$ cat src/design/jdb_pkg.sv
// Shared constants, TAP states and carrier structs for the debug and boundary scan port.
package jdb_pkg;
   localparam int IR_W = 4;
   localparam logic [3:0] IR_EXTEST = 4'h0;
   localparam logic [3:0] IR_WAKE = 4'h1;
   localparam logic [3:0] IR_BOOT = 4'h2;
   localparam logic [3:0] IR_SAMPLE = 4'h4;
   localparam logic [3:0] IR_INT = 4'h5;
   localparam logic [3:0] IR_RST_ON = 4'h6;
   localparam logic [3:0] IR_RST_OFF = 4'h7;
   localparam logic [3:0] IR_BYPASS = 4'hF;
   localparam logic [3:0] IR_CAPTURE_PAT = 4'h1;
   localparam logic [3:0] IRQ_PRIORITY = 4'hF;
   localparam logic [3:0] IRQ_LEVEL_RST = 4'h0;
   localparam int BS_PINS = 8;
   localparam int BS_LEN = 3 * BS_PINS + 1;
   localparam int BS_CLK_CELL = 0;
   localparam int BS_IN_OFS = 1;
   localparam int BS_OUT_OFS = 2;
   localparam int BS_CTL_OFS = 3;
   localparam int BS_STRIDE = 3;

   typedef enum logic [3:0] {
      TAP_RESET, TAP_IDLE, TAP_SEL_DR, TAP_CAP_DR, TAP_SHIFT_DR, TAP_EXIT1_DR, TAP_PAUSE_DR, TAP_EXIT2_DR,
      TAP_UPD_DR, TAP_SEL_IR, TAP_CAP_IR, TAP_SHIFT_IR, TAP_EXIT1_IR, TAP_PAUSE_IR, TAP_EXIT2_IR, TAP_UPD_IR
   } jdb_tap_e;

   typedef struct packed {
      logic [BS_PINS-1:0] pin_in;
      logic bus_clk;
      logic emu_sel;
      logic por_n;
      logic trst_n;
      logic tdi;
      logic tms;
      logic tck;
   } jdb_pin_s;

   typedef struct packed {
      logic capture;
      logic shift;
      logic update;
      logic tdi;
   } jdb_bs_ctl_s;
endpackage : jdb_pkg

$ cat src/design/jdb_sync.sv
// Two-flop synchroniser for every pin that enters the reference clock domain.
`timescale 1ns/1ps
module jdb_sync (
   input wire logic ref_clk,
   input wire logic srst,
   input jdb_pkg::jdb_pin_s async_in,
   output jdb_pkg::jdb_pin_s sync_out
);
   localparam int W = $bits(jdb_pkg::jdb_pin_s);
   logic [W-1:0] in_bits;
   logic [W-1:0] out_bits;
   // Emulator select clears to main mode, so cleared pins never look like a reset-hold request.
   localparam jdb_pkg::jdb_pin_s RST_PINS = '{emu_sel: 1'b1, default: '0};
   localparam logic [W-1:0] RST_BITS = RST_PINS;

   assign in_bits = async_in;
   assign sync_out = out_bits;

   for (genvar i = 0; i < W; i++)
   begin : g_bit
      logic meta_ff;
      logic sync_ff;
      always_ff @(posedge ref_clk)
      begin
         if (srst)
         begin
            meta_ff <= RST_BITS[i];
            sync_ff <= RST_BITS[i];
         end
         else
         begin
            meta_ff <= in_bits[i];
            sync_ff <= meta_ff;
         end
      end
      assign out_bits[i] = sync_ff;
   end
endmodule : jdb_sync

$ cat src/design/jdb_bscan.sv
// Boundary scan chain with capture, shift and parallel output latches.
`timescale 1ns/1ps
module jdb_bscan (
   input wire logic ref_clk,
   input wire logic srst,
   input jdb_pkg::jdb_bs_ctl_s ctl,
   input wire logic bus_clk,
   input wire logic [jdb_pkg::BS_PINS-1:0] pin_in,
   input wire logic [jdb_pkg::BS_PINS-1:0] core_out,
   input wire logic [jdb_pkg::BS_PINS-1:0] core_oe_n,
   output logic [1:0] chain_low,
   output logic [jdb_pkg::BS_PINS-1:0] out_latch,
   output logic [jdb_pkg::BS_PINS-1:0] oe_n_latch
);
   logic [jdb_pkg::BS_LEN-1:0] chain_ff;
   logic [jdb_pkg::BS_PINS-1:0] out_latch_ff;
   logic [jdb_pkg::BS_PINS-1:0] oe_n_latch_ff;

   always_ff @(posedge ref_clk)
   begin
      if (srst)
         chain_ff[jdb_pkg::BS_CLK_CELL] <= 1'b0;
      else if (ctl.capture)
         chain_ff[jdb_pkg::BS_CLK_CELL] <= bus_clk;
      else if (ctl.shift)
         chain_ff[jdb_pkg::BS_CLK_CELL] <= chain_ff[jdb_pkg::BS_CLK_CELL+1];
   end

   for (genvar p = 0; p < jdb_pkg::BS_PINS; p++)
   begin : g_pin
      localparam int IC = jdb_pkg::BS_IN_OFS + jdb_pkg::BS_STRIDE * p;
      localparam int OC = jdb_pkg::BS_OUT_OFS + jdb_pkg::BS_STRIDE * p;
      localparam int CC = jdb_pkg::BS_CTL_OFS + jdb_pkg::BS_STRIDE * p;
      always_ff @(posedge ref_clk)
      begin
         if (srst)
         begin
            chain_ff[IC] <= 1'b0;
            chain_ff[OC] <= 1'b0;
            chain_ff[CC] <= 1'b1;
         end
         else if (ctl.capture)
         begin
            chain_ff[IC] <= pin_in[p];
            chain_ff[OC] <= core_out[p];
            chain_ff[CC] <= core_oe_n[p];
         end
         else if (ctl.shift)
         begin
            chain_ff[IC] <= chain_ff[IC+1];
            chain_ff[OC] <= chain_ff[OC+1];
            chain_ff[CC] <= (CC == jdb_pkg::BS_LEN - 1) ? ctl.tdi : chain_ff[(CC+1) % jdb_pkg::BS_LEN];
         end
      end
      always_ff @(posedge ref_clk)
      begin
         if (srst)
         begin
            out_latch_ff[p] <= 1'b0;
            oe_n_latch_ff[p] <= 1'b1;
         end
         else if (ctl.update)
         begin
            out_latch_ff[p] <= chain_ff[OC];
            oe_n_latch_ff[p] <= chain_ff[CC];
         end
      end
   end

   assign chain_low = chain_ff[1:0];
   assign out_latch = out_latch_ff;
   assign oe_n_latch = oe_n_latch_ff;
endmodule : jdb_bscan

$ cat src/design/jdb_top.sv
// Serial debug port: TAP controller, command register, reset control and boundary scan.
// Function
// - TAP follows standard state diagram on TMS
// - TDI sampled rising, shift and TDO falling
// - TDO driven only in shift states
// - Test reset low forces test-logic-reset
// - Main mode reset pin combinations decoded
// - Emulator select high main, low emulator
// - Emulator mode both low enters hold
// - Hold ends on boot or fresh reset
// - Reset command holds chip reset until negate; test reset low also clears it
// - Interrupt command requests priority 15 exception
// - Interrupts ignored in sleep or standby
// - Code 0001 wakes chip from sleep
// - Code 1111 selects one-bit bypass
// - Code 0100 sample/preload, pins stay normal
// - Sample captures pin values in capture
// - Preload fills parallel output latches
// - Code 0000 extest drives latches, captures inputs
// - Extest shifts results out, next in
// - Chain has clock pin, no reset/debug pins
// - Commands persist; interrupt reverts to bypass
// - Standby ignores commands, TAP still runs
// - Low enable cell drives pin from data
`timescale 1ns/1ps
module jdb_top (
   input wire logic ref_clk,
   input wire logic srst,
   input wire logic tck,
   input wire logic tms,
   input wire logic tdi,
   input wire logic trst_n,
   output logic tdo,
   output logic tdo_oe,
   input wire logic power_on_reset_pin_n,
   input wire logic emulator_mode_select,
   input wire logic bus_clock_pin,
   input wire logic chip_sleep,
   input wire logic chip_standby,
   input wire logic [jdb_pkg::BS_PINS-1:0] pin_in,
   output logic [jdb_pkg::BS_PINS-1:0] pin_out,
   output logic [jdb_pkg::BS_PINS-1:0] pin_oe,
   input wire logic [jdb_pkg::BS_PINS-1:0] core_out,
   input wire logic [jdb_pkg::BS_PINS-1:0] core_oe_n,
   output logic [jdb_pkg::BS_PINS-1:0] core_in,
   output logic chip_reset,
   output logic debug_reset,
   output logic cpu_hold,
   output logic debug_irq,
   output logic [3:0] debug_irq_level,
   output logic wake_req,
   output logic [jdb_pkg::IR_W-1:0] debug_instruction_reg
);
   jdb_pkg::jdb_pin_s pins_raw;
   jdb_pkg::jdb_pin_s pins_s;
   jdb_pkg::jdb_bs_ctl_s bs_ctl;
   jdb_pkg::jdb_tap_e state_ff;
   jdb_pkg::jdb_tap_e nxt_state;
   logic tck_d_ff;
   logic tck_rise;
   logic tck_fall;
   logic tdi_ff;
   logic shift_dr_pend_ff;
   logic shift_ir_pend_ff;
   logic [jdb_pkg::IR_W-1:0] ir_sr_ff;
   logic [jdb_pkg::IR_W-1:0] ir_ff;
   logic bypass_ff;
   logic sel_bs;
   logic [1:0] bs_low;
   logic [jdb_pkg::BS_PINS-1:0] out_latch;
   logic [jdb_pkg::BS_PINS-1:0] oe_n_latch;
   logic tdo_ff;
   logic tdo_oe_ff;
   logic ir_load;
   logic rst_cmd_ff;
   logic hold_ff;
   logic por_d_ff;
   logic boot_ff;
   logic irq_ff;
   logic [3:0] irq_level_ff;
   logic wake_ff;
   logic chip_reset_ff;
   logic debug_reset_ff;
   logic cpu_hold_ff;
   logic [jdb_pkg::BS_PINS-1:0] pin_out_ff;
   logic [jdb_pkg::BS_PINS-1:0] pin_oe_ff;
   logic [jdb_pkg::BS_PINS-1:0] core_in_ff;

   assign pins_raw = '{pin_in: pin_in, bus_clk: bus_clock_pin, emu_sel: emulator_mode_select,
                       por_n: power_on_reset_pin_n, trst_n: trst_n, tdi: tdi, tms: tms, tck: tck};

   jdb_sync u_sync (
      .ref_clk(ref_clk),
      .srst(srst),
      .async_in(pins_raw),
      .sync_out(pins_s)
   );

   // The test clock is only sampled, so it must stay well below half the reference rate.
   always_ff @(posedge ref_clk)
   begin
      if (srst)
         tck_d_ff <= 1'b0;
      else
         tck_d_ff <= pins_s.tck;
   end
   assign tck_rise = pins_s.tck & ~tck_d_ff;
   assign tck_fall = ~pins_s.tck & tck_d_ff;

   always_comb
   begin
      nxt_state = state_ff;
      case (state_ff)
         jdb_pkg::TAP_RESET: nxt_state = pins_s.tms ? jdb_pkg::TAP_RESET : jdb_pkg::TAP_IDLE;
         jdb_pkg::TAP_IDLE: nxt_state = pins_s.tms ? jdb_pkg::TAP_SEL_DR : jdb_pkg::TAP_IDLE;
         jdb_pkg::TAP_SEL_DR: nxt_state = pins_s.tms ? jdb_pkg::TAP_SEL_IR : jdb_pkg::TAP_CAP_DR;
         jdb_pkg::TAP_CAP_DR: nxt_state = pins_s.tms ? jdb_pkg::TAP_EXIT1_DR : jdb_pkg::TAP_SHIFT_DR;
         jdb_pkg::TAP_SHIFT_DR: nxt_state = pins_s.tms ? jdb_pkg::TAP_EXIT1_DR : jdb_pkg::TAP_SHIFT_DR;
         jdb_pkg::TAP_EXIT1_DR: nxt_state = pins_s.tms ? jdb_pkg::TAP_UPD_DR : jdb_pkg::TAP_PAUSE_DR;
         jdb_pkg::TAP_PAUSE_DR: nxt_state = pins_s.tms ? jdb_pkg::TAP_EXIT2_DR : jdb_pkg::TAP_PAUSE_DR;
         jdb_pkg::TAP_EXIT2_DR: nxt_state = pins_s.tms ? jdb_pkg::TAP_UPD_DR : jdb_pkg::TAP_SHIFT_DR;
         jdb_pkg::TAP_UPD_DR: nxt_state = pins_s.tms ? jdb_pkg::TAP_SEL_DR : jdb_pkg::TAP_IDLE;
         jdb_pkg::TAP_SEL_IR: nxt_state = pins_s.tms ? jdb_pkg::TAP_RESET : jdb_pkg::TAP_CAP_IR;
         jdb_pkg::TAP_CAP_IR: nxt_state = pins_s.tms ? jdb_pkg::TAP_EXIT1_IR : jdb_pkg::TAP_SHIFT_IR;
         jdb_pkg::TAP_SHIFT_IR: nxt_state = pins_s.tms ? jdb_pkg::TAP_EXIT1_IR : jdb_pkg::TAP_SHIFT_IR;
         jdb_pkg::TAP_EXIT1_IR: nxt_state = pins_s.tms ? jdb_pkg::TAP_UPD_IR : jdb_pkg::TAP_PAUSE_IR;
         jdb_pkg::TAP_PAUSE_IR: nxt_state = pins_s.tms ? jdb_pkg::TAP_EXIT2_IR : jdb_pkg::TAP_PAUSE_IR;
         jdb_pkg::TAP_EXIT2_IR: nxt_state = pins_s.tms ? jdb_pkg::TAP_UPD_IR : jdb_pkg::TAP_SHIFT_IR;
         jdb_pkg::TAP_UPD_IR: nxt_state = pins_s.tms ? jdb_pkg::TAP_SEL_DR : jdb_pkg::TAP_IDLE;
         default: nxt_state = jdb_pkg::TAP_RESET;
      endcase
   end

   always_ff @(posedge ref_clk)
   begin
      if (srst || !pins_s.trst_n)
         state_ff <= jdb_pkg::TAP_RESET;
      else if (tck_rise)
         state_ff <= nxt_state;
   end

   always_ff @(posedge ref_clk)
   begin
      if (srst)
      begin
         tdi_ff <= 1'b0;
         shift_dr_pend_ff <= 1'b0;
         shift_ir_pend_ff <= 1'b0;
      end
      else if (tck_rise)
      begin
         tdi_ff <= pins_s.tdi;
         shift_dr_pend_ff <= (state_ff == jdb_pkg::TAP_SHIFT_DR);
         shift_ir_pend_ff <= (state_ff == jdb_pkg::TAP_SHIFT_IR);
      end
      else if (tck_fall)
      begin
         shift_dr_pend_ff <= 1'b0;
         shift_ir_pend_ff <= 1'b0;
      end
   end

   always_ff @(posedge ref_clk)
   begin
      if (srst)
         ir_sr_ff <= jdb_pkg::IR_CAPTURE_PAT;
      else if (tck_rise && state_ff == jdb_pkg::TAP_CAP_IR)
         ir_sr_ff <= jdb_pkg::IR_CAPTURE_PAT;
      else if (tck_fall && shift_ir_pend_ff)
         ir_sr_ff <= {tdi_ff, ir_sr_ff[jdb_pkg::IR_W-1:1]};
   end

   assign ir_load = tck_fall && (state_ff == jdb_pkg::TAP_UPD_IR) && !chip_standby;

   always_ff @(posedge ref_clk)
   begin
      if (srst || !pins_s.trst_n || state_ff == jdb_pkg::TAP_RESET)
         ir_ff <= jdb_pkg::IR_BYPASS;
      else if (ir_load)
         ir_ff <= (ir_sr_ff == jdb_pkg::IR_INT) ? jdb_pkg::IR_BYPASS : ir_sr_ff;
   end

   always_ff @(posedge ref_clk)
   begin
      if (srst)
      begin
         irq_ff <= 1'b0;
         irq_level_ff <= jdb_pkg::IRQ_LEVEL_RST;
      end
      else
      begin
         irq_ff <= ir_load && (ir_sr_ff == jdb_pkg::IR_INT) && !chip_sleep;
         if (ir_load && ir_sr_ff == jdb_pkg::IR_INT && !chip_sleep)
            irq_level_ff <= jdb_pkg::IRQ_PRIORITY;
      end
   end

   always_ff @(posedge ref_clk)
   begin
      if (srst)
      begin
         wake_ff <= 1'b0;
         boot_ff <= 1'b0;
      end
      else
      begin
         wake_ff <= ir_load && (ir_sr_ff == jdb_pkg::IR_WAKE) && chip_sleep;
         boot_ff <= ir_load && (ir_sr_ff == jdb_pkg::IR_BOOT);
      end
   end

   always_ff @(posedge ref_clk)
   begin
      if (srst || !pins_s.trst_n)
         rst_cmd_ff <= 1'b0;
      else if (ir_load && ir_sr_ff == jdb_pkg::IR_RST_ON)
         rst_cmd_ff <= 1'b1;
      else if (ir_load && ir_sr_ff == jdb_pkg::IR_RST_OFF)
         rst_cmd_ff <= 1'b0;
   end

   // other codes fall back to bypass
   assign sel_bs = (ir_ff == jdb_pkg::IR_SAMPLE) || (ir_ff == jdb_pkg::IR_EXTEST);

   always_ff @(posedge ref_clk)
   begin
      if (srst)
         bypass_ff <= 1'b0;
      else if (tck_rise && state_ff == jdb_pkg::TAP_CAP_DR && !sel_bs)
         bypass_ff <= 1'b0;
      else if (tck_fall && shift_dr_pend_ff && !sel_bs)
         bypass_ff <= tdi_ff;
   end

   assign bs_ctl = '{capture: tck_rise && state_ff == jdb_pkg::TAP_CAP_DR && sel_bs,
                     shift: tck_fall && shift_dr_pend_ff && sel_bs,
                     update: tck_fall && state_ff == jdb_pkg::TAP_UPD_DR && sel_bs,
                     tdi: tdi_ff};

   jdb_bscan u_bscan (
      .ref_clk(ref_clk),
      .srst(srst),
      .ctl(bs_ctl),
      .bus_clk(pins_s.bus_clk),
      .pin_in(pins_s.pin_in),
      .core_out(core_out),
      .core_oe_n(core_oe_n),
      .chain_low(bs_low),
      .out_latch(out_latch),
      .oe_n_latch(oe_n_latch)
   );

   always_ff @(posedge ref_clk)
   begin
      if (srst)
         tdo_ff <= 1'b0;
      else if (tck_fall && state_ff == jdb_pkg::TAP_SHIFT_IR)
         tdo_ff <= shift_ir_pend_ff ? ir_sr_ff[1] : ir_sr_ff[0];
      else if (tck_fall && state_ff == jdb_pkg::TAP_SHIFT_DR)
      begin
         if (sel_bs)
            tdo_ff <= shift_dr_pend_ff ? bs_low[1] : bs_low[0];
         else
            tdo_ff <= shift_dr_pend_ff ? tdi_ff : bypass_ff;
      end
   end

   always_ff @(posedge ref_clk)
   begin
      if (srst)
         tdo_oe_ff <= 1'b0;
      else
         tdo_oe_ff <= (state_ff == jdb_pkg::TAP_SHIFT_DR) || (state_ff == jdb_pkg::TAP_SHIFT_IR);
   end

   always_ff @(posedge ref_clk)
   begin
      if (srst)
         por_d_ff <= 1'b0;
      else
         por_d_ff <= pins_s.por_n;
   end

   always_ff @(posedge ref_clk)
   begin
      if (srst)
         hold_ff <= 1'b0;
      else if (!pins_s.emu_sel && !pins_s.por_n && !pins_s.trst_n)
         hold_ff <= 1'b1;
      else if (boot_ff || (por_d_ff && !pins_s.por_n))
         hold_ff <= 1'b0;
   end

   always_ff @(posedge ref_clk)
   begin
      if (srst)
      begin
         chip_reset_ff <= 1'b1;
         debug_reset_ff <= 1'b1;
         cpu_hold_ff <= 1'b0;
      end
      else
      begin
         chip_reset_ff <= !pins_s.por_n || rst_cmd_ff;
         debug_reset_ff <= !pins_s.trst_n;
         cpu_hold_ff <= hold_ff;
      end
   end

   always_ff @(posedge ref_clk)
   begin
      if (srst)
      begin
         pin_out_ff <= '0;
         pin_oe_ff <= '0;
         core_in_ff <= '0;
      end
      else
      begin
         pin_out_ff <= (ir_ff == jdb_pkg::IR_EXTEST) ? out_latch : core_out;
         pin_oe_ff <= (ir_ff == jdb_pkg::IR_EXTEST) ? ~oe_n_latch : ~core_oe_n;
         core_in_ff <= pins_s.pin_in;
      end
   end

   assign tdo = tdo_ff;
   assign tdo_oe = tdo_oe_ff;
   assign chip_reset = chip_reset_ff;
   assign debug_reset = debug_reset_ff;
   assign cpu_hold = cpu_hold_ff;
   assign debug_irq = irq_ff;
   assign debug_irq_level = irq_level_ff;
   assign wake_req = wake_ff;
   assign debug_instruction_reg = ir_ff;
   assign pin_out = pin_out_ff;
   assign pin_oe = pin_oe_ff;
   assign core_in = core_in_ff;
endmodule : jdb_top

$ cat config.mk
export PLATFORM = sky130hd
export DESIGN_NAME = jdb_top
export DESIGN_NICKNAME = d
export VERILOG_FILES = /design/src/design/jdb_pkg.sv /design/src/design/jdb_sync.sv /design/src/design/jdb_bscan.sv /design/src/design/jdb_top.sv
export SDC_FILE = /design/constraint.sdc
export NUM_CORES = 1
export LEC_CHECK = 0
export BUFFER_PORTS_ARGS = -buffer_cell sky130_fd_sc_hd__buf_2
export CAP_MARGIN = 20
export CORE_ASPECT_RATIO = 0.7
export CORE_MARGIN = 2
export CORE_UTILIZATION = 25
export DETAILED_ROUTE_END_ITERATION = 12
export GPL_ROUTABILITY_DRIVEN = 0
export PLACE_DENSITY_LB_ADDON = 0.3
export SLEW_MARGIN = 20
export SYNTH_ARGS = -nofsm -noshare
export SYNTH_HDL_FRONTEND = slang
export SYNTH_SLANG_ARGS = --single-unit
$ cat constraint.sdc
create_clock -name ref_clk -period 2.24 [get_ports ref_clk]
set_input_delay 0.336 -clock ref_clk [delete_from_list [all_inputs] [get_ports ref_clk]]
set_output_delay 0.336 -clock ref_clk [all_outputs]
set_load 0.01 [all_outputs]
* Word-level counts from Yosys, hierarchy flattened
Index checks and enable logic that the tools add are counted.
** Storage, ports and cells
- Register bits :: 124
- Input port bits :: 35
- Output and inout bits :: 39
- Word-level logic and storage cells :: 200
** Cells by class
- Eq/ne operators :: 21
- Multiplexer cells :: 47
- Bitwise gates (word level) :: 6
- Reduce and logical (&&, ||, !) cells :: 48
** Operators by type and width (number)
- two-way mux 3 bit :: 18
- one-hot mux 4 bit (12 select lines) :: 1
- equality test 4 x 3 -> 1 bit, second input constant :: 8
- equality test 4 bit, second input constant :: 8
- logical AND 1 bit :: 24
- two-way mux 4 bit :: 5
- two-way mux 1 bit :: 18
- two-way mux 8 bit :: 2
- inverter 8 bit :: 2
- equality test 4 x 2 -> 1 bit, second input constant :: 3
- nonzero test 2 bit :: 5
- equality test 4 x 1 -> 1 bit, second input constant :: 2
- zero test 4 bit :: 2
- OR reduction 2 bit :: 4
- zero test 1 bit :: 6
- logical OR 1 bit :: 6
- two-way mux 2 bit :: 3
- OR reduction 3 bit :: 1
- bitwise AND 1 bit :: 2
- inverter 1 bit :: 2

* Logic depth before layout (Yosys ltp)
Gate-level depths: netlist (run 1).
- Word-level depth :: 7
- Gate-level depth with buffers :: 9
- Mapped depth without buffers :: 6

* Cells and area by module
From an unflattened synthesis (run 1), not the netlist that was laid out.
** Unflattened totals
- Cells, all modules :: 490
- Area total of the unflattened synthesis :: 4927.2 µm²
** Modules (own cells, without submodules)
- jdb_top :: instances 1, cells an instance 246, area each 2208.4 µm², seq. area each 1061.0 µm²
- jdb_bscan :: instances 1, cells an instance 166, area each 1796.7 µm², seq. area each 820.8 µm²
- jdb_sync :: instances 1, cells an instance 78, area each 922.1 µm², seq. area each 600.6 µm²

* Worst setup path before layout (run 1)
No wires, ideal clock.
- Path kind :: register -> register
- Start :: register u_sync.g_bit[0].sync_ff
- End :: register rst_cmd_ff
- Library setup time :: 0.070 ns
- Arrival time :: 1.732 ns
- Required time :: 2.170 ns
- Setup slack :: 0.438 ns
- Cell stages (with the launch flop) :: 9
- Path buffers :: 2
- Clock period less this slack :: 1.802 ns
- Cell sequence :: dfxtp_1 -> inv_1 -> ha_1 -> buf_4 -> inv_2 -> or4_1 -> buf_2 -> or3_1 -> a21oi_1
** On the way
- Word-level cells in the longest chain between the ends :: 6
- Elaborated cells between the ends (all ways) :: 8
- Classes of those cells :: mux: 1; bitwise: 2; reduce/logical: 5
** RTL lines
- from (decl) :: line jdb_sync.sv:22 : logic sync_ff;
- from (signal assigned) :: line jdb_sync.sv:28 : sync_ff <= RST_BITS[i];
- from (signal assigned) :: line jdb_sync.sv:33 : sync_ff <= meta_ff;
- inverter 1 bit * :: line jdb_top.sv:108 : assign tck_fall = ~pins_s.tck & tck_d_ff;
- bitwise AND 1 bit * :: line jdb_top.sv:108
- logical AND 1 bit * (2 in a row) :: line jdb_top.sv:173 : assign ir_load = tck_fall && (state_ff == jdb_pkg::TAP_UPD_IR) && !chip_standby;
- logical AND 1 bit, on equally long branches :: line jdb_top.sv:216, jdb_top.sv:218
- two-way mux 1 bit or nonzero test 2 bit (tied branches)
- to (signal assigned) :: line jdb_top.sv:215 : rst_cmd_ff <= 1'b0;
- to (signal assigned) :: line jdb_top.sv:217 : rst_cmd_ff <= 1'b1;
- to (signal assigned) :: line jdb_top.sv:219 : rst_cmd_ff <= 1'b0;
- to (decl) :: line jdb_top.sv:75 : logic rst_cmd_ff;
Every way passes the cells marked *; elsewhere a longest branch is shown, timed or not.
A chain may end at the register's enable or synchronous reset.

* Final worst setup path (run 1)
Same ends and word-level chain as after synthesis.

==> results.md, run 1 <==
- Status: complete, no violations
- Fill cells: 1912
- Maximum vdd drop: 406 uV
- RSZ-0062 raised after global routing: false
- FP Rows: 41
- Skew-Pair Late Insertion Delay: roughly 0.4 ns
- HPWL Detailed: 7.99 mm
- Initial Utilization: 25.7%
- First-pass DRT Iterations: 4
- Vias in the first global route: 3584
- Worst Setup Path Type: reg2reg
- Num CTS Buffers: 17
- Vias/cell: roughly 4.4
- DR vias: 3674
- Inserted Diodes: 0
- Sum Neg Setup Slack: 0 ns
- Layout Skew: ~0.0054 ns
- Top flop regs: u_bscan.chain_ff: 23 flops, u_sync.g_bit.meta_ff: 15 flops, u_sync.g_bit.sync_ff: 15 flops
- Syn Area/Cell: 9.09 um^2
- Core area: ~18000 um^2
- Final Max Slew Viols: 0
- GRT Total Usage: between 10% and 20%
- CP max stage delay: around 0.66 ns
- Minimum clock period: 1.88 ns
- Post-Syn Instances: 512
- Ys async rst share: 0%
- Area delta synth->final: 25.4%
- Final Hold Viols: 0
- Max reg flops: 23
- Yosys reg bits: roughly 120
- CP Cell Sequence: inv_1 -> ha_1 -> inv_2 -> or4_1 -> or3_1 -> a21oi_1
- Net Count, Synth: 549
- CP bufs+invs: 2
- Syn Std Cell Area: 4650 um^2
- Post-synth EDFFs: 0
- Setup violators final: 0
- Final net count: approximately 620
- Max-cap violations: 0
- Top-count cell post-synth: dfxtp_1
- Layout cells sized above 1: 21.3%
- CTS tree: yes
- Grt total ovfl: 0
- Clock root buffer: clkbuf_16
- Wire per inst: 13.7 um
- First-pass GRT wire length: about 19 mm
- Die area: 19700 um^2
- Deepest clock path buffer count: 2
- Boundary pin count: 74
- Finished Cell Area: 5840 um^2
- List of most frequent post-synthesis cells: 124 x dfxtp_1, 65 x nand2_1, 57 x nor2_1
- Initial antenna violation count: 0
- Critical Path AT: 2.22 ns
- Initial detailed-routing violation count: roughly 170
- Worst-path maximum fanout: 8
- WP data required: ~2.6 ns
- Fin crit share: 84.0%
- CTS Sinks: between 100 and 150
- Crit path max-delay cell type: or4_1
- Placed inst area: 5280 um^2
- Pin count of the biggest net entering global routing: 59
- Cts repair resizes: 0
- Pwr dens: approximately 860 nW/um^2
- Critical Path End Type: flip-flop
- # H-tree levels: 4
- Worst Tran Pin Value: 0.677 ns
- Synth top area share: 53.4%
- Die W: 167 um
- Highest Clock Rate: 0.531 GHz
- Pleak: 0.00250 uW
- Slew headroom: 54.8%
- Die Y: 118 um
- Largest register by flop count: u_bscan.chain_ff
- Syn. warnings: 0
- Top FF cell, synth: dfxtp_1
- Worst hold-check path type: in2reg
- Synth cell types: 45
- DRC violations left: 0
- Largest cells by area after synthesis: dfxtp_1 53%, nor2b_1 5.5%, nand2_1 5.2%, nor2_1 4.6%, a311oi_1 3.0%
- ANT nets after route: 0
- Post-synthesis sequential area ratio: 53.4%
- DRT Wirelength: 11.4 mm
- Crit start category: flip-flop
- Total power: 5000 uW
- CTS Hold Buffers Added: 0
- Post-CTS setup buffer count: 0
- Crit path max-delay family: simple AND/OR/NAND/NOR gates
- Clk slew on worst S/H paths: 0.06 ns
- Port Buffer Count: 73
- Yosys top cell by area: dfxtp_1
-- layout make-up --
cell class / count / area, um^2 / share of cell area [%]
clock buffer: 18 / 439 / 7.53
clock inverter: 13 / 118 / 2.02
inverter: 15 / 56.3 / 0.965
multi-input combinational: 333 / 1940 / 33.2
sequential: 124 / 2480 / 42.5
tap: 236 / 295 / 5.06
timing repair buffer: 88 / 505 / 8.66
-- stage by stage --
step | setup WS (ns) | hold slack [ns] | cells | utilization, %
2_1_floorplan | 0.438 | 0.389 | 512 | -
3_3_place_gp | 0.421 | 0.397 | 796 | 29.2
3_5_place_dp | 0.368 | 0.397 | 796 | 29.2
4_1_cts | 0.350 | 0.0959 | 827 | 32.2
5_1_grt | 0.252 | 0.101 | 827 | 32.2
6_report | 0.358 | 0.114 | 827 | 32.2
-- cells in the final DEF, fill, tap and decap left out, types with 2 or more instances in the layout --
master        n
clkinv_2      3
a311oi_1     16
nor2_1       57
a211oi_1     17
mux2i_1      10
clkinvlp_4    5
nor3_1        5
buf_12        2
clkbuf_16    17
a32oi_1       2
a211o_1       9
buf_2        72
or2_2         3
and2_1       10
buf_4        14
inv_1        14
nand4_1       2
o211ai_1      2
inv_6         3
nand2_1      65
dfxtp_1     124
or3_1         2
a31oi_1       4
nor2b_1      41
o21bai_1      8
nand3_1       9
o21ai_0      12
nand2b_1      6
and4b_1       3
a22oi_1       2
and3_1       12
a21oi_1      18
ha_1          2
nor4_1        3
-- worst reg2reg max path: cells and delay by family (launching register included) --
kind,cells,cell delay (ns)
compound gates,1,0.12
fa+ha+maj,1,0.21
buf+inv,2,0.13
flops,1,0.31
simple gates,2,1.06
-- path summary, 6_finish.rpt --
kind / start / endpoint / slack (ns) / cells past startpoint
setup / recovery: u_sync.g_bit[0].sync_ff$_SDFF_PP0_ / rst_cmd_ff$_SDFFE_PP0P_ / 0.36 / 6
hold / removal: emulator_mode_select / u_sync.g_bit[5].meta_ff$_SDFF_PP1_ / 0.11 / 2
setup reg to reg: u_sync.g_bit[0].sync_ff$_SDFF_PP0_ / rst_cmd_ff$_SDFFE_PP0P_ / 0.36 / 6
hold reg to reg: u_sync.g_bit[5].meta_ff$_SDFF_PP1_ / u_sync.g_bit[5].sync_ff$_SDFF_PP1_ / 0.41 / 1
-- per-layer routing --
metal	wire length [um]	global-route usage (%)	up-vias
met5	0	0	-
met4	106	3.34	0
met2	4370	15.6	98
met3	681	3.78	10
met1	6190	18.5	1683
li1	-	-	1883
-- where the power goes --
part	internal, uW	leakage (uW)	total, uW	switching [uW]
clock network	1550	0.000261	2570	1020
registers	2250	0.00101	2270	18.1
logic	70.8	0.00122	155	84.2
-- cell families after synthesis --
family	after synthesis	share of synthesized area (%)
simple gates	226	24.2
flops	124	53.4
compound gates	93	14.2
buf+inv	55	4.95
mux	11	2.64
fa+ha+maj	2	0.538
xor+xnor	1	0.188
Note: power is estimated with default switching activity, not from simulation.
==> run 2: changes to the inputs <==
- clock period: 2.24 -> 1.7 ns (I/O delays scaled with it)
==> run 2 against run 1 <==
Setup slack worse by 0.31 ns. First-iteration DRC count is 46% higher. Via count is 3.5% higher. Utilization is 1.8 points higher. Largest power group unchanged. Hold slack worse by 0.076 ns. Power is 45% higher. Cell area is 5.6% higher. Critical path type unchanged. Register-to-register slack worse by 0.31 ns. Sequential share of layout area is 2.2 points lower.
==> results.md, run 2 (synthesis results as in run 1) <==
- Status: complete, no violations
- Num CTS Buffers: 17
- Layout cells sized above 1: 25.3%
- Post-CTS setup buffer count: 0
- Worst Setup Path Type: reg2reg
- Pin count of the biggest net entering global routing: 56
- Reg power frac: 41.4%
- Sw frac: 20.9%
- CP max stage delay: 0.54 ns
- Die area: approximately 20000 um^2
- Crit start category: flip-flop
- CP Cell Sequence: nand2_1 -> or4_4 -> or3_1 -> a21oi_1
- Worst hold-check path type: in2reg
- Maximum vdd drop: around 560 uV
- Critical Path AT: 2.00 ns
- Clk slew on worst S/H paths: ~0.060 ns
- Crit path max-delay cell type: or4_4
- Boundary pin count: 74
- Max-cap violations: 0
- Fin crit share: 97.1%
- GRT Total Usage: about an eighth
- Final Hold Viols: 0
- Net switching power: 1510 uW
- DRC violations left: 0
- Final Max Slew Viols: 0
- RSZ-0062 raised after global routing: true
- CTS Sinks: 124
- Port Buffer Count: 73
- Layout Skew: 0.00886 ns
- Skew-Pair Late Insertion Delay: 0.41 ns
- DR vias: 3802
- Clock root buffer: clkbuf_16
- Inserted Diodes: 0
- Max reg flops: 23
- Fill cells: 1909
- Critical Path End Type: flip-flop
- Pwr dens: 1170 nW/um^2
- HPWL Detailed: 8.46 mm
- Placed inst area: 5420 um^2
- Pre-CTS WS: 0.0114 ns
- First-pass DRT Iterations: 4
- Vias in the first global route: 3677
- Worst-path maximum fanout: 6
- Most common cell after layout, fill and taps aside: dfxtp_1
- Die W: 167 um
- Clock Power Share: 55.6%
- Worst Tran Pin Value: 0.659 ns
- Setup violators final: 0
- Initial detailed-routing violation count: 243
- Placed Cells: 807
- Area delta synth->final: 32.4%
- Final net count: 628
- Commonest cells after routing, fill and taps aside: 122 x dfxtp_1, 72 x buf_2, 65 x nand2_1, 57 x nor2_1, 41 x nor2b_1
- Vias/cell: around 4.5
- CP bufs+invs: 0
- Die Y: around 120 um
- Largest register by flop count: u_bscan.chain_ff
- Finished Cell Area: 6160 um^2
- Minimum clock period: 1.65 ns
- Grt total ovfl: 0
- Deepest clock path buffer count: 2
- Combinational group share of total power: 3.0%
- Initial Utilization: 25.7%
- Top flop regs: u_bscan.chain_ff: 23 flops, u_sync.g_bit.meta_ff: 15 flops, u_sync.g_bit.sync_ff: 15 flops
- PnR worst setup slack: 0.0488 ns
- Crit path max-delay family: simple AND/OR/NAND/NOR gates
- Initial antenna violation count: 0
- WP data required: 2.05 ns
- First-pass GRT wire length: between 15 and 20 mm
- CTS Hold Buffers Added: 0
- FP Rows: 41
- Highest Clock Rate: 0.606 GHz
- # H-tree levels: 4
- Sum Neg Setup Slack: 0 ns
- ANT nets after route: 0
- DRT Wirelength: around 12 mm
- Core area: between 15000 and 20000 um^2
- Final Non-Filler Cells: 840
- Pleak: approximately 0.0026 uW
- CTS tree: yes
- Internal power: 5720 uW
- Slew headroom: 55.5%
- Wire per inst: 14.9 um
[run 2: changes by cell type in the layout (fill, tap and decap cells not counted), moves of 3 or more]
cell,previous run,this run
buf_12,2,5
buf_4,14,21
bufinv_16,1,5
clkinvlp_4,5,2
[run 2: path summary, 6_finish.rpt]
path,startpoint,endpoint,slack (ns),depth (start not counted)
max,state_ff[1]$_SDFFE_PP0P_,rst_cmd_ff$_SDFFE_PP0P_,0.05,4
min,emulator_mode_select,u_sync.g_bit[5].meta_ff$_SDFF_PP1_,0.04,2
max reg2reg,state_ff[1]$_SDFFE_PP0P_,rst_cmd_ff$_SDFFE_PP0P_,0.05,4
min reg2reg,u_sync.g_bit[5].meta_ff$_SDFF_PP1_,u_sync.g_bit[5].sync_ff$_SDFF_PP1_,0.42,1
[run 2: routing by layer]
| metal | GRT usage, % | vias to the layer above | part of all wire, % |
|---|---|---|---|
| li1 | - | 1908 | - |
| met1 | 19.8 | 1755 | 53 |
| met2 | 16.2 | 126 | 39 |
| met3 | 3.52 | 13 | 7.0 |
| met4 | 4.63 | 0 | 1.3 |
| met5 | 0 | - | 0 |
[run 2: through the flow]
stage | hold WS [ns] | total power (uW) | utilization (%)
floorplan | 0.333 | 3160 | -
global placement | 0.406 | 3280 | 29.9
detailed placement | 0.410 | 3280 | 29.9
CTS | 0.0251 | 7310 | 33.5
global route | 0.0282 | 7490 | 34.0
finish | 0.0379 | 7240 | 34.0
[run 2: final cells by class]
cell class	count	area, um^2	area share [%]
Timing Repair Buffer	100	654	10.6
Clock inverter	13	214	3.47
Clock buffer	19	443	7.19
Multi-Input combinational cell	333	2010	32.7
Inverter	15	56.3	0.914
Tap cell	236	295	4.79
Sequential cell	124	2480	40.3
[run 2: power groups by stage]
stage / clock (uW) / combinational (uW) / sequential, uW
5_1_grt: 4240 / 241 / 3000
2_1_floorplan: 0 / 100 / 3060
3_5_place_dp: 0 / 218 / 3060
6_report: 4020 / 215 / 3000
3_3_place_gp: 0 / 216 / 3060
4_1_cts: 4100 / 219 / 3000
[run 2: what timing repair did]
action | 4_1_cts | 5_1_grt
gates resized for setup | 0 | 15
gates cloned | 0 | 1
hold endpoints to repair | 0 | 0
pin swaps | 1 | 2
endpoints found under the setup margin | 1 | 16
[run 2: worst reg2reg max path: stages (launching register included)]
cell,delay (ns)
dfxtp_1,0.46
nand2_1,0.12
or4_4,0.54
or3_1,0.33
a21oi_1,0.14
==> run 3: changes to the inputs <==
- PLACE_DENSITY_LB_ADDON: 0.3 -> unset
==> run 3 against run 2 <==
Wire length decreased by 4.4%. Maximum frequency is 2.6% lower. Die area unchanged. Clock power is 14% lower. Sequential cell count unchanged. Non-clock buffer count increased by 3. Cell area fell by 0.87%. Power down 7.9%. First-iteration DRC count up 14%. Critical path type unchanged.
==> results.md, run 3 (synthesis results as in run 1) <==
- Slew headroom: 69.3%
- Final net count: 631
- Status: complete, no violations
- Worst Tran Pin Value: 0.454 ns
- Num CTS Buffers: 17
- Deepest clock path buffer count: 2
- Worst reg-to-reg path cell count: 6
- Inserted Diodes: 0
- Final Max Slew Viols: 0
- Die area: 19700 um^2
- Boundary pin count: 74
- Commonest cells after routing, fill and taps aside: 122 x dfxtp_1, 72 x buf_2, 65 x nand2_1, 57 x nor2_1, 41 x nor2b_1
- FP Rows: 41
- Wire per inst: ~14 um
- Max-cap violations: 0
- Skew-Pair Late Insertion Delay: 0.40 ns
- Area delta synth->final: 31.3%
- RSZ-0062 raised after global routing: true
- Minimum clock period: between 1.5 and 2 ns
- Crit path max-delay cell type: or4_4
- Total power: between 6000 and 7000 uW
- Clk slew on worst S/H paths: approximately 0.05 ns
- Pre-CTS WS: approximately 0.014 ns
- WP data required: 2.03 ns
- Min Hold Slack: approximately 0.032 ns
- Fin crit share: 99.7%
- Worst hold-check path type: in2reg
- Setup violators final: 0
- CTS Sinks: 124
- Maximum vdd drop: 549 uV
- Worst Setup Path Type: reg2reg
- Top flop regs: u_bscan.chain_ff: 23 flops, u_sync.g_bit.meta_ff: 15 flops, u_sync.g_bit.sync_ff: 15 flops
- CP most frequent cell: inv_2
- Initial detailed-routing violation count: 278
- CP Cell Sequence: inv_2 -> ha_4 -> inv_2 -> or4_4 -> or3_4 -> a21oi_2
- Vias/cell: 4.48
- R2r startpoint: u_sync.g_bit[0].sync_ff$_SDFF_PP0_
- ANT nets after route: 0
- Crit start category: flip-flop
- Critical Path End Type: flip-flop
- Vias in the first global route: 3476
- Pin count of the biggest net entering global routing: around 80
- Pwr dens: ~1100 nW/um^2
- Levels on crit path: 6
- Core area: 18100 um^2
- Layout Skew: 0.00979 ns
- Largest register by flop count: u_bscan.chain_ff
- Grt total ovfl: 0
- Die W: 167 um
- Clock root buffer: clkbuf_16
- R2r endpoint: rst_cmd_ff$_SDFFE_PP0P_
- Initial antenna violation count: 0
- Final Hold Viols: 0
- Most common cell after layout, fill and taps aside: dfxtp_1
- Die Y: approximately 120 um
- HPWL Detailed: between 7 and 8 mm
- DR vias: 3768
- First-pass GRT wire length: 18.8 mm
- Layout cells sized above 1: 25.1%
- CP max stage delay: 0.58 ns
- First-pass DRT Iterations: 5
- GRT Total Usage: ~12%
- Crit path max-delay family: simple AND/OR/NAND/NOR gates
- # H-tree levels: 4
- PnR worst setup slack: 0.00446 ns
- Pleak: 0.00263 uW
- DRT Wirelength: 11.9 mm
- CTS Hold Buffers Added: 0
- Highest Clock Rate: 0.590 GHz
- Crit path from: u_sync.g_bit[0].sync_ff$_SDFF_PP0_
- Initial Utilization: 25.7%
- Max reg flops: 23
- CP bufs+invs: 2
- Critical Path AT: about 2 ns
- Fill cells: 1912
- CTS tree: yes
- R2R setup slack: 0.004 ns
- DRC violations left: 0
- Critical path capture point: rst_cmd_ff$_SDFFE_PP0P_
- Port Buffer Count: 73
- Worst-path maximum fanout: 7
run 3: cell count changes in the layout (fill, tap and decap cells not counted), sizes merged:
cell      change
clkbuf        +5
bufinv        -3
buf           +2
inv           -2
clkinv        +1
clkinvlp      -1
run 3: per-stage QoR:
stage	std cells	instance area, um^2	util, %	setup TNS (ns)
after floorplan	512	4680	-	-0.0834
after global placement	808	5440	30.0	0
after detailed placement	808	5440	30.0	0
after CTS	839	6000	33.1	0
after global routing	842	6110	33.7	-0.114
final	842	6110	33.7	0
run 3: area by class of cell:
| cell class | count | area, um^2 | area share [%] |
|---|---|---|---|
| multi-input cells | 333 | 2010 | 32.9 |
| clock buffers | 23 | 468 | 7.66 |
| inverters | 15 | 56.3 | 0.922 |
| flip-flops and latches | 124 | 2480 | 40.7 |
| well taps | 236 | 295 | 4.84 |
| clock inverters | 8 | 92.6 | 1.52 |
| repair buffers | 103 | 703 | 11.5 |
run 3: metal layers:
layer	wire [um]	GRT usage, %	vias up
met5	0	0	-
met4	44	3.23	0
met3	671	4.05	5
met1	6840	19.6	1732
met2	4390	14.3	111
li1	-	-	1920
run 3: worst min-delay path by stage:
stage                                            start                                 end  slack (ns)  cells past startpoint
floorplan                                   chip_sleep                debug_irq$_SDFF_PP0_        0.33                      1
global placement    u_sync.g_bit[5].meta_ff$_SDFF_PP1_  u_sync.g_bit[5].sync_ff$_SDFF_PP1_        0.39                      1
detailed placement  u_sync.g_bit[5].meta_ff$_SDFF_PP1_  u_sync.g_bit[5].sync_ff$_SDFF_PP1_        0.39                      1
CTS                               emulator_mode_select  u_sync.g_bit[5].meta_ff$_SDFF_PP1_        0.01                      2
global route                      emulator_mode_select  u_sync.g_bit[5].meta_ff$_SDFF_PP1_        0.03                      2
finish                            emulator_mode_select  u_sync.g_bit[5].meta_ff$_SDFF_PP1_        0.03                      2
run 3: power breakdown:
group	switching (uW)	total, uW	internal, uW
combinational	117	216	98.6
clock	1240	3450	2210
sequential	24.4	3000	2970
run 3: repair_timing:
action                                  in CTS  in global routing
cloned                                       0                  2
endpoints found under the setup margin       1                 25
setup buffers                                0                  1
resized for setup                            0                 12
endpoints found under the hold margin        0                  0
pin swaps                                    1                  4
